**config.mk**
```make
export PLATFORM = sky130hd
export DESIGN_NAME = csp_serial_port
export DESIGN_NICKNAME = d
export VERILOG_FILES = /design/src/logic/csp_pkg.sv /design/src/logic/csp_pin_sync.sv /design/src/logic/csp_serial_port.sv
export SDC_FILE = /design/constraint.sdc
export NUM_CORES = 1
export LEC_CHECK = 0
export ABC_CLOCK_PERIOD_IN_PS = 3250
export BUFFER_PORTS_ARGS = -buffer_cell sky130_fd_sc_hd__buf_2
export CAP_MARGIN = 25
export CORE_MARGIN = 5
export CORE_UTILIZATION = 28
export DETAILED_ROUTE_END_ITERATION = 7
export PLACE_DENSITY = 0.57
export SYNTH_ARGS = -nofsm -noshare
export SYNTH_HDL_FRONTEND = slang
export SYNTH_SLANG_ARGS = --single-unit
export TNS_END_PERCENT = 50
```
**constraint.sdc**
```tcl
create_clock -name ref_clk_i -period 3.25 [get_ports ref_clk_i]
set_clock_uncertainty 0.05 [all_clocks]
set_input_delay 0.4875 -clock ref_clk_i [delete_from_list [all_inputs] [get_ports ref_clk_i]]
set_output_delay 0.4875 -clock ref_clk_i [all_outputs]
set_load 0.005 [all_outputs]
```
**src/logic/csp_pkg.sv**
```systemverilog
/*
 * Shared constants and state types of the codec serial port framing block.
 * Assumes the codec master clock is the single 100 MHz logic clock.
 */
package csp_pkg;

   // ----------------------------------------------------------------
   // Word and clock division
   // ----------------------------------------------------------------
   localparam int unsigned WORD_W    = 16;
   localparam int unsigned BIT_CNT_W = 4;
   localparam int unsigned MCLK_DIV  = 1;
   localparam int unsigned SCLK_DIV  = 8;
   localparam int unsigned SER_DIV   = MCLK_DIV * SCLK_DIV;
   localparam int unsigned HALF_DIV  = SER_DIV / 2;
   localparam int unsigned DIV_CNT_W = 3;

   localparam logic [DIV_CNT_W-1:0] DIV_RISE = DIV_CNT_W'(SER_DIV - 1);
   localparam logic [DIV_CNT_W-1:0] DIV_FALL = DIV_CNT_W'(HALF_DIV - 1);
   localparam logic [DIV_CNT_W-1:0] DIV_RST  = 3'h0;
   localparam logic [BIT_CNT_W-1:0] BIT_LAST = BIT_CNT_W'(WORD_W - 1);
   localparam logic [BIT_CNT_W-1:0] BIT_RST  = 4'h0;
   localparam logic [WORD_W-1:0]    WORD_RST = 16'h0000;

   // ----------------------------------------------------------------
   // Pin synchroniser layout
   // ----------------------------------------------------------------
   localparam int unsigned SYNC_W      = 4;
   localparam logic [SYNC_W-1:0] SYNC_RST = 4'h0;
   localparam int unsigned SYNC_SER_IN = 0;
   localparam int unsigned SYNC_IN_FS  = 1;
   localparam int unsigned SYNC_EN     = 2;
   localparam int unsigned SYNC_CRST_N = 3;

   // ----------------------------------------------------------------
   // State machines
   // ----------------------------------------------------------------
   typedef enum logic [2:0] {
      TX_IDLE  = 3'h1,
      TX_SYNC  = 3'h2,
      TX_SHIFT = 3'h4
   } csp_tx_st_t;

   typedef enum logic [1:0] {
      RX_IDLE = 2'h1,
      RX_BITS = 2'h2
   } csp_rx_st_t;

endpackage : csp_pkg

```
**src/logic/csp_pin_sync.sv**
```systemverilog
/*
 * Three-stage pin synchroniser with agreement filter.
 * Assumes inputs are asynchronous to ref_clk_i.
 */
`timescale 1ns/1ps

module csp_pin_sync #(
   parameter int unsigned         WIDTH   = 4,
   parameter logic [WIDTH-1:0]    RST_VAL = '0
) (
   input  wire logic             ref_clk_i,
   input  wire logic             sys_rst_i,
   input  wire logic [WIDTH-1:0] pin_i,
   output logic      [WIDTH-1:0] sync_o
);

   logic [WIDTH-1:0] s1_q;
   logic [WIDTH-1:0] s2_q;
   logic [WIDTH-1:0] s3_q;
   logic [WIDTH-1:0] out_d;
   logic [WIDTH-1:0] out_q;

   // Output follows only once the second and third stages agree
   always_comb
   begin
      for (int i = 0; i < WIDTH; i++)
      begin
         out_d[i] = (s2_q[i] == s3_q[i]) ? s3_q[i] : out_q[i];
      end
   end

   always_ff @(posedge ref_clk_i or posedge sys_rst_i)
   begin
      if (sys_rst_i)
      begin
         s1_q  <= RST_VAL;
         s2_q  <= RST_VAL;
         s3_q  <= RST_VAL;
         out_q <= RST_VAL;
      end
      else
      begin
         s1_q  <= pin_i;
         s2_q  <= s1_q;
         s3_q  <= s2_q;
         out_q <= out_d;
      end
   end

   assign sync_o = out_q;

endmodule : csp_pin_sync

```
**src/logic/csp_serial_port.sv**
```systemverilog
/*
 * Codec serial port framing: serial clock generation, output framing and
 * shifting, input framing and capture, and the asynchronous port enable.
 * Assumes ref_clk_i is the codec master clock and the host launches its
 * frame sync and data on the rising serial clock edge.
 */
`timescale 1ns/1ps

module csp_serial_port (
   input  wire logic                       ref_clk_i,
   input  wire logic                       sys_rst_i,
   input  wire logic                       codec_reset_n_i,
   input  wire logic                       port_enable_pin_i,
   input  wire logic                       ser_in_i,
   input  wire logic                       in_frame_sync_i,
   input  wire logic [csp_pkg::WORD_W-1:0] tx_word_i,
   input  wire logic                       tx_load_i,
   output logic                            sclk_o,
   output logic                            sclk_oe_o,
   output logic                            ser_out_o,
   output logic                            ser_out_oe_o,
   output logic                            out_frame_sync_o,
   output logic                            out_frame_sync_oe_o,
   output logic                            tx_pend_o,
   output logic [csp_pkg::WORD_W-1:0]      rx_word_o,
   output logic                            rx_valid_o
);

   // ----------------------------------------------------------------
   // Pin synchronisation
   // ----------------------------------------------------------------
   logic [csp_pkg::SYNC_W-1:0] pins;
   logic [csp_pkg::SYNC_W-1:0] pins_s;
   logic                       en_s;
   logic                       crst;
   logic                       ser_in_s;
   logic                       in_fs_s;

   assign pins[csp_pkg::SYNC_SER_IN] = ser_in_i;
   assign pins[csp_pkg::SYNC_IN_FS]  = in_frame_sync_i;
   assign pins[csp_pkg::SYNC_EN]     = port_enable_pin_i;
   assign pins[csp_pkg::SYNC_CRST_N] = codec_reset_n_i;

   csp_pin_sync #(
      .WIDTH   (csp_pkg::SYNC_W),
      .RST_VAL (csp_pkg::SYNC_RST)
   ) u_sync (
      .ref_clk_i (ref_clk_i),
      .sys_rst_i (sys_rst_i),
      .pin_i     (pins),
      .sync_o    (pins_s)
   );

   assign crst     = ~pins_s[csp_pkg::SYNC_CRST_N];
   assign en_s     = pins_s[csp_pkg::SYNC_EN] & ~crst;
   assign ser_in_s = pins_s[csp_pkg::SYNC_SER_IN];
   assign in_fs_s  = pins_s[csp_pkg::SYNC_IN_FS];

   // ----------------------------------------------------------------
   // Serial clock generation
   // ----------------------------------------------------------------
   logic [csp_pkg::DIV_CNT_W-1:0] div_cnt_d, div_cnt_q;
   logic                          sclk_d, sclk_q;
   logic                          rise_evt;
   logic                          fall_evt;

   assign rise_evt = en_s && (div_cnt_q == csp_pkg::DIV_RISE);
   assign fall_evt = en_s && (div_cnt_q == csp_pkg::DIV_FALL);

   always_comb
   begin
      div_cnt_d = div_cnt_q;
      sclk_d    = sclk_q;
      if (!en_s)
      begin
         div_cnt_d = csp_pkg::DIV_RST;
         sclk_d    = 1'b0;
      end
      else
      begin
         div_cnt_d = rise_evt ? csp_pkg::DIV_RST : div_cnt_q + 3'h1;
         if (rise_evt)
            sclk_d = 1'b1;
         else if (fall_evt)
            sclk_d = 1'b0;
      end
   end

   always_ff @(posedge ref_clk_i or posedge sys_rst_i)
   begin
      if (sys_rst_i)
      begin
         div_cnt_q <= csp_pkg::DIV_RST;
         sclk_q    <= 1'b0;
      end
      else
      begin
         div_cnt_q <= div_cnt_d;
         sclk_q    <= sclk_d;
      end
   end

   // ----------------------------------------------------------------
   // Transmit framing and shifting
   // ----------------------------------------------------------------
   csp_pkg::csp_tx_st_t           tx_st_d, tx_st_q;
   logic [csp_pkg::WORD_W-1:0]    tx_data_d, tx_data_q;
   logic [csp_pkg::WORD_W-1:0]    shift_d, shift_q;
   logic [csp_pkg::BIT_CNT_W-1:0] tx_bit_d, tx_bit_q;
   logic                          pend_d, pend_q;
   logic                          fs_d, fs_q;
   logic                          ser_d, ser_q;
   logic                          ser_oe_d, ser_oe_q;
   logic                          en_q;

   always_comb
   begin
      tx_st_d   = tx_st_q;
      tx_data_d = tx_data_q;
      shift_d   = shift_q;
      tx_bit_d  = tx_bit_q;
      pend_d    = pend_q;
      fs_d      = fs_q;
      ser_d     = ser_q;
      ser_oe_d  = ser_oe_q;
      if (tx_load_i && !pend_q)
      begin
         tx_data_d = tx_word_i;
         pend_d    = 1'b1;
      end
      if (!en_s)
      begin
         tx_st_d  = csp_pkg::TX_IDLE;
         tx_bit_d = csp_pkg::BIT_RST;
         fs_d     = 1'b0;
         ser_d    = 1'b0;
         ser_oe_d = 1'b0;
      end
      else if (rise_evt)
      begin
         unique case (tx_st_q)
            csp_pkg::TX_IDLE:
            begin
               if (pend_q)
               begin
                  fs_d    = 1'b1;
                  shift_d = tx_data_q;
                  pend_d  = 1'b0;
                  tx_st_d = csp_pkg::TX_SYNC;
               end
            end
            csp_pkg::TX_SYNC:
            begin
               fs_d     = 1'b0;
               ser_d    = shift_q[csp_pkg::WORD_W-1];
               ser_oe_d = 1'b1;
               tx_bit_d = csp_pkg::BIT_RST;
               tx_st_d  = csp_pkg::TX_SHIFT;
            end
            csp_pkg::TX_SHIFT:
            begin
               if (tx_bit_q == csp_pkg::BIT_LAST)
               begin
                  ser_d    = 1'b0;
                  ser_oe_d = 1'b0;
                  tx_st_d  = csp_pkg::TX_IDLE;
                  if (pend_q)
                  begin
                     fs_d    = 1'b1;
                     shift_d = tx_data_q;
                     pend_d  = 1'b0;
                     tx_st_d = csp_pkg::TX_SYNC;
                  end
               end
               else
               begin
                  shift_d  = {shift_q[csp_pkg::WORD_W-2:0], 1'b0};
                  ser_d    = shift_q[csp_pkg::WORD_W-2];
                  tx_bit_d = tx_bit_q + 4'h1;
               end
            end
            default:
            begin
               tx_st_d = csp_pkg::TX_IDLE;
            end
         endcase
      end
   end

   always_ff @(posedge ref_clk_i or posedge sys_rst_i)
   begin
      if (sys_rst_i)
      begin
         tx_st_q   <= csp_pkg::TX_IDLE;
         tx_data_q <= csp_pkg::WORD_RST;
         shift_q   <= csp_pkg::WORD_RST;
         tx_bit_q  <= csp_pkg::BIT_RST;
         pend_q    <= 1'b0;
         fs_q      <= 1'b0;
         ser_q     <= 1'b0;
         ser_oe_q  <= 1'b0;
         en_q      <= 1'b0;
      end
      else if (crst)
      begin
         tx_st_q   <= csp_pkg::TX_IDLE;
         tx_data_q <= csp_pkg::WORD_RST;
         shift_q   <= csp_pkg::WORD_RST;
         tx_bit_q  <= csp_pkg::BIT_RST;
         pend_q    <= 1'b0;
         fs_q      <= 1'b0;
         ser_q     <= 1'b0;
         ser_oe_q  <= 1'b0;
         en_q      <= 1'b0;
      end
      else
      begin
         tx_st_q   <= tx_st_d;
         tx_data_q <= tx_data_d;
         shift_q   <= shift_d;
         tx_bit_q  <= tx_bit_d;
         pend_q    <= pend_d;
         fs_q      <= fs_d;
         ser_q     <= ser_d;
         ser_oe_q  <= ser_oe_d;
         en_q      <= en_s;
      end
   end

   // ----------------------------------------------------------------
   // Receive framing and capture
   // ----------------------------------------------------------------
   csp_pkg::csp_rx_st_t           rx_st_d, rx_st_q;
   logic [csp_pkg::WORD_W-1:0]    rx_sh_d, rx_sh_q;
   logic [csp_pkg::WORD_W-1:0]    rx_data_d, rx_data_q;
   logic [csp_pkg::BIT_CNT_W-1:0] rx_bit_d, rx_bit_q;
   logic                          rx_valid_d, rx_valid_q;

   always_comb
   begin
      rx_st_d    = rx_st_q;
      rx_sh_d    = rx_sh_q;
      rx_data_d  = rx_data_q;
      rx_bit_d   = rx_bit_q;
      rx_valid_d = 1'b0;
      if (!en_s)
      begin
         rx_st_d  = csp_pkg::RX_IDLE;
         rx_bit_d = csp_pkg::BIT_RST;
      end
      else if (fall_evt)
      begin
         unique case (rx_st_q)
            csp_pkg::RX_IDLE:
            begin
               if (in_fs_s)
               begin
                  rx_bit_d = csp_pkg::BIT_RST;
                  rx_st_d  = csp_pkg::RX_BITS;
               end
            end
            csp_pkg::RX_BITS:
            begin
               rx_sh_d  = {rx_sh_q[csp_pkg::WORD_W-2:0], ser_in_s};
               rx_bit_d = rx_bit_q + 4'h1;
               if (rx_bit_q == csp_pkg::BIT_LAST)
               begin
                  rx_data_d  = {rx_sh_q[csp_pkg::WORD_W-2:0], ser_in_s};
                  rx_valid_d = 1'b1;
                  rx_st_d    = csp_pkg::RX_IDLE;
               end
            end
            default:
            begin
               rx_st_d = csp_pkg::RX_IDLE;
            end
         endcase
      end
   end

   always_ff @(posedge ref_clk_i or posedge sys_rst_i)
   begin
      if (sys_rst_i)
      begin
         rx_st_q    <= csp_pkg::RX_IDLE;
         rx_sh_q    <= csp_pkg::WORD_RST;
         rx_data_q  <= csp_pkg::WORD_RST;
         rx_bit_q   <= csp_pkg::BIT_RST;
         rx_valid_q <= 1'b0;
      end
      else if (crst)
      begin
         rx_st_q    <= csp_pkg::RX_IDLE;
         rx_sh_q    <= csp_pkg::WORD_RST;
         rx_data_q  <= csp_pkg::WORD_RST;
         rx_bit_q   <= csp_pkg::BIT_RST;
         rx_valid_q <= 1'b0;
      end
      else
      begin
         rx_st_q    <= rx_st_d;
         rx_sh_q    <= rx_sh_d;
         rx_data_q  <= rx_data_d;
         rx_bit_q   <= rx_bit_d;
         rx_valid_q <= rx_valid_d;
      end
   end

   // ----------------------------------------------------------------
   // Outputs
   // ----------------------------------------------------------------
   assign sclk_o              = sclk_q;
   assign sclk_oe_o           = en_q;
   assign ser_out_o           = ser_q;
   assign ser_out_oe_o        = ser_oe_q;
   assign out_frame_sync_o    = fs_q;
   assign out_frame_sync_oe_o = en_q;
   assign tx_pend_o           = pend_q;
   assign rx_word_o           = rx_data_q;
   assign rx_valid_o          = rx_valid_q;

   // ----------------------------------------------------------------
   // Assertions
   // ----------------------------------------------------------------
   a_fs_one_period: assert property (@(posedge ref_clk_i) disable iff (sys_rst_i || !en_s)
      $rose(fs_q) |-> fs_q[*8] ##1 !fs_q && ser_oe_q) else $error("frame sync width wrong");
   a_fs_on_rise: assert property (@(posedge ref_clk_i) disable iff (sys_rst_i)
      $rose(fs_q) |-> $rose(sclk_q)) else $error("frame sync not on rising edge");
   a_fs_hiz_off: assert property (@(posedge ref_clk_i) disable iff (sys_rst_i)
      !en_s |=> !out_frame_sync_oe_o && !sclk_oe_o) else $error("outputs driven while off");
   a_rx_on_fall: assert property (@(posedge ref_clk_i) disable iff (sys_rst_i)
      rx_valid_q |-> $past(fall_evt) && !sclk_q) else $error("word not taken on falling edge");
   a_rx_ignored_off: assert property (@(posedge ref_clk_i) disable iff (sys_rst_i)
      !en_s |=> !rx_valid_q && rx_st_q == csp_pkg::RX_IDLE) else $error("input not ignored");
   a_clk_stopped: assert property (@(posedge ref_clk_i) disable iff (sys_rst_i)
      !en_s |=> !sclk_q && div_cnt_q == csp_pkg::DIV_RST) else $error("serial clock runs");
   a_sclk_period: assert property (@(posedge ref_clk_i) disable iff (sys_rst_i || !en_s)
      $rose(sclk_q) |-> sclk_q[*4] ##1 !sclk_q[*4] ##1 sclk_q) else $error("serial clock period");
   a_ser_hiz_idle: assert property (@(posedge ref_clk_i) disable iff (sys_rst_i)
      tx_st_q != csp_pkg::TX_SHIFT |-> !ser_oe_q) else $error("data driven while idle");
   a_data_kept: assert property (@(posedge ref_clk_i) disable iff (sys_rst_i || crst)
      $rose(en_s) |-> rx_data_q == $past(rx_data_q, 2)) else $error("word lost over disable");
   a_timing_reset: assert property (@(posedge ref_clk_i) disable iff (sys_rst_i)
      $rose(en_s) |-> tx_st_q == csp_pkg::TX_IDLE && div_cnt_q == csp_pkg::DIV_RST
      && rx_st_q == csp_pkg::RX_IDLE && !fs_q) else $error("timing not restarted");

endmodule : csp_serial_port

```
==> metrics.md <==
| Metric | Value |
|---|---|
| GP Congestion | `between 0.7 and 0.8` |
| Worst vdd ir | `0.238 mV` |
| Starting density of the core | `28.4%` |
| Ant diodes | `0` |
| RSZ-0062 raised after global routing | `no` |
| Later-pin clock latency in the skew report | `0.35 ns` |
| Syn nets | `469` |
| Initial DRC count | `163` |
| Filler Cells Inserted | `1625` |
| Max_cap viols | `0` |
| Worst r2r src | `div_cnt_q[0]` |
| Syn Std Cell Area | `around 4500 um2` |
| Post-Route WL | `9.99 mm` |
| Post-synthesis cell type count | `53` |
| Worst Setup End Kind | `flop` |
| Met1 Use GR | `around 15%` |
| Multi-input logic area | `1780 um2` |
| Final Max Slew Viols | `0` |
| Most frequent cells in the layout | `nand2_1 (101), dfrtp_1 (100), buf_2 (46)` |
| CTS tree | `done` |
| ANT nets after route | `0` |
| 1st-pass router iterations | `4` |
| Relative slew slack | `53.0%` |
| Chip width | `roughly 140 um` |
| CP Launch Type | `flop` |
| Hold WC Path Type | `in2async` |
| # rows | `46` |
| Final worst path period share | `between 70 and 80%` |
| Run status | `finished, final reports clean` |
| Post-synthesis async set-or-reset flop share | `100%` |
| Synth Warn # | `0` |
| Dpl hpwl | `6.50 mm` |
| Leading cell type in the layout, fill and taps excluded | `nand2_1` |
| Met2 Usage GRT | `17.6%` |
| Synth Area per Inst | `10.2 um2` |
| Final Hold Fails | `0` |
| First-pass GRT wire length | `17.0 mm` |
| IO Port Bufs | `46` |
| Fin nets | `502` |
| Syn Inst Count | `around 440` |
| Vias in the first global route | `3335` |
| PD cells | `533 nW/um2` |
| Fin util | `33.3%` |
| Critical Path AT | `2.53 ns` |
| Routed via count | `about 3.3k` |
| Fin crit period | `2.29 ns` |
| CP Class | `reg2reg` |
| Clock Path Buffers | `2` |
| Vert. Die Dim | `137 um` |
| CP max FO | `13` |
| All-Layer GR Usage | `11.4%` |
| GRT busiest layer | `met2` |
| Final setup violation count | `0` |
| Initial antenna violation count | `0` |
| Setup Fix Bufs, Post-CTS | `0` |
| Last element of the critical path | `shift_q[0]` |
| Most used cell, CP | `ha_1` |
| FF-to-FF End | `shift_q[0]` |
| WP data required | `between 3 and 4 ns` |
| Crit-path max cell delay | `0.70 ns` |
| Achievable Freq | `roughly 440 MHz` |
| Routed len/inst | `roughly 14 um` |
| Clock Pin Slew Worst Setup and Hold Paths | `0.07 ns` |
| Hold Buf Count CTS | `0` |
| Seq cells post-synth | `~100` |
| Setup TNS | `0 ns` |
| Reg-to-reg slack, setup | `0.96 ns` |
| Pleak | `between 2 and 2.5 nW` |
| Top Ports | `47` |
| Met3 GRT Util | `2.87%` |
| Num CTS Buffers | `9` |
| Grt total ovfl | `0` |
| Worst slew pin tran | `a little over 0.7 ns` |
| Post-synth EDFFs | `0` |
| Syn-to-layout area delta | `17.0%` |
| Sequential area share after synthesis | `a little under three fifths` |
| Top_reg_cell synth | `dfrtp_1` |
| Std-Cell Core Area | `15800 um2` |
| Residual DRC count | `0` |
| Highest-delay cell along the critical path | `or4b_1` |
| Die area | `18700 um2` |
| Post_cts resized | `0` |
| Critical Path Source | `div_cnt_q[0]` |
| Clock H-tree levels | `3` |
| CTS root buf | `clkbuf_16` |
| CP cell instances | `ha_1 -> ha_1 -> or4b_1 -> nor3b_4 -> a22o_1` |
| Largest net degree at the start of global routing | `60` |
| Sequential cell area | `2550 um2` |
| Reg2Reg Depth | `5` |
| Share of cells above drive strength 1 | `15.9%` |
| Clock Sinks | `approximately 100` |
| Vias per inst | `between 4 and 5` |
Yosys cell counts, types with 3 or more instances:
cell | instances | area share, %
nor2_1 | 7 | 0.58
buf_4 | 3 | 0.50
and3_1 | 7 | 0.97
dfrtp_1 | 100 | 56
nor3_1 | 6 | 0.67
a21oi_1 | 13 | 1.4
nand3_1 | 8 | 0.89
nand2b_1 | 6 | 0.83
a21boi_0 | 41 | 6.8
o2bb2ai_1 | 6 | 1.2
a2bb2oi_1 | 8 | 1.6
nand2_1 | 101 | 8.4
maj3_1 | 4 | 0.89
o21ai_0 | 21 | 2.3
o211ai_1 | 9 | 1.5
a21boi_1 | 5 | 0.83
inv_1 | 7 | 0.58
a31oi_1 | 11 | 1.5
nor2b_1 | 12 | 1.7
clkbuf_1 | 22 | 1.8
ha_1 | 5 | 1.4
where the power goes:
group / total (mW) / switching [mW] / internal [mW]
registers: 1.36 / 0.0388 / 1.32
clock network: 1.25 / 0.472 / 0.776
logic: 0.198 / 0.112 / 0.0856
worst max-delay path, delay by kind of cell (launching register included):
kind                     cells  cell delay, ns
AND/OR/NAND/NOR              2            1.04
AO/OA/AOI/OAI                1            0.18
adder cells (fa/ha/maj)      2            0.62
flip-flops                   1            0.35
flip-flops by register name, summed over array words and instances (netlist names):
name,cells
rx_word_o,16
shift_q,16
tx_data_q,16
rx_sh_q,15
rx_bit_q,4
tx_bit_q,4
u_sync.s1_q,4
u_sync.s2_q,4
u_sync.s3_q,4
u_sync.sync_o,4
div_cnt_q,3
tx_st_q,3
rx_st_q,2
out_frame_sync_o,1
out_frame_sync_oe_o,1
rx_valid_o,1
sclk_o,1
ser_out_o,1
ser_out_oe_o,1
tx_pend_o,1
kinds of logic (layout without fill, tap and decap cells):
group | Yosys count | count (layout) | share of synthesized area, %
and+or+nand+nor | 163 | 163 | 17.1
AOI/OAI and AO/OA | 127 | 127 | 19.5
DFF | 102 | 102 | 56.8
adders and majority gates | 9 | 9 | 2.28
xor gates and xnor gates | 2 | 2 | 0.389
buffers and inverters | 37 | 75 | 3.75
muxes | 1 | 1 | 0.222
layout make-up:
| cell class | count | share of cell area, % |
|---|---|---|
| clock buffer | 11 | 4.61 |
| clock inverter | 5 | 2.02 |
| inverter | 8 | 0.642 |
| multi-input combinational | 302 | 33.7 |
| sequential | 102 | 48.5 |
| tap | 216 | 5.13 |
| timing repair buffer | 51 | 5.32 |
per-layer routing:
metal,vias to the layer above,part of all wire (%)
met5,-,0
met4,0,2.1
met3,13,4.6
met2,70,46
met1,1609,47
li1,1594,-
stage by stage:
step | worst slack (ns) | hold WS, ns | cell area [um2] | power, mW | instances
detailed placement | 0.947 | 0.285 | 4910 | 1.59 | 678
global placement | 1.01 | 0.285 | 4910 | 1.58 | 678
finish | 0.958 | 0.153 | 5270 | 2.81 | 695
CTS | 0.939 | 0.191 | 5260 | 2.84 | 694
floorplan | 0.0403 | 0.281 | 4500 | 1.52 | 441
global route | 0.785 | 0.184 | 5270 | 2.93 | 695
worst min-delay path by stage:
stage,startpoint,to,cells after the start
after floorplan,u_sync.s1_q[0],u_sync.s2_q[0],0
after global placement,u_sync.s1_q[0],u_sync.s2_q[0],0
after detailed placement,u_sync.s1_q[3],u_sync.s2_q[3],0
after CTS,sys_rst_i,out_frame_sync_oe_o,2
after global routing,port_enable_pin_i,u_sync.s1_q[2],1
final,sys_rst_i,out_frame_sync_oe_o,2
(Power assumes the default switching activity.)
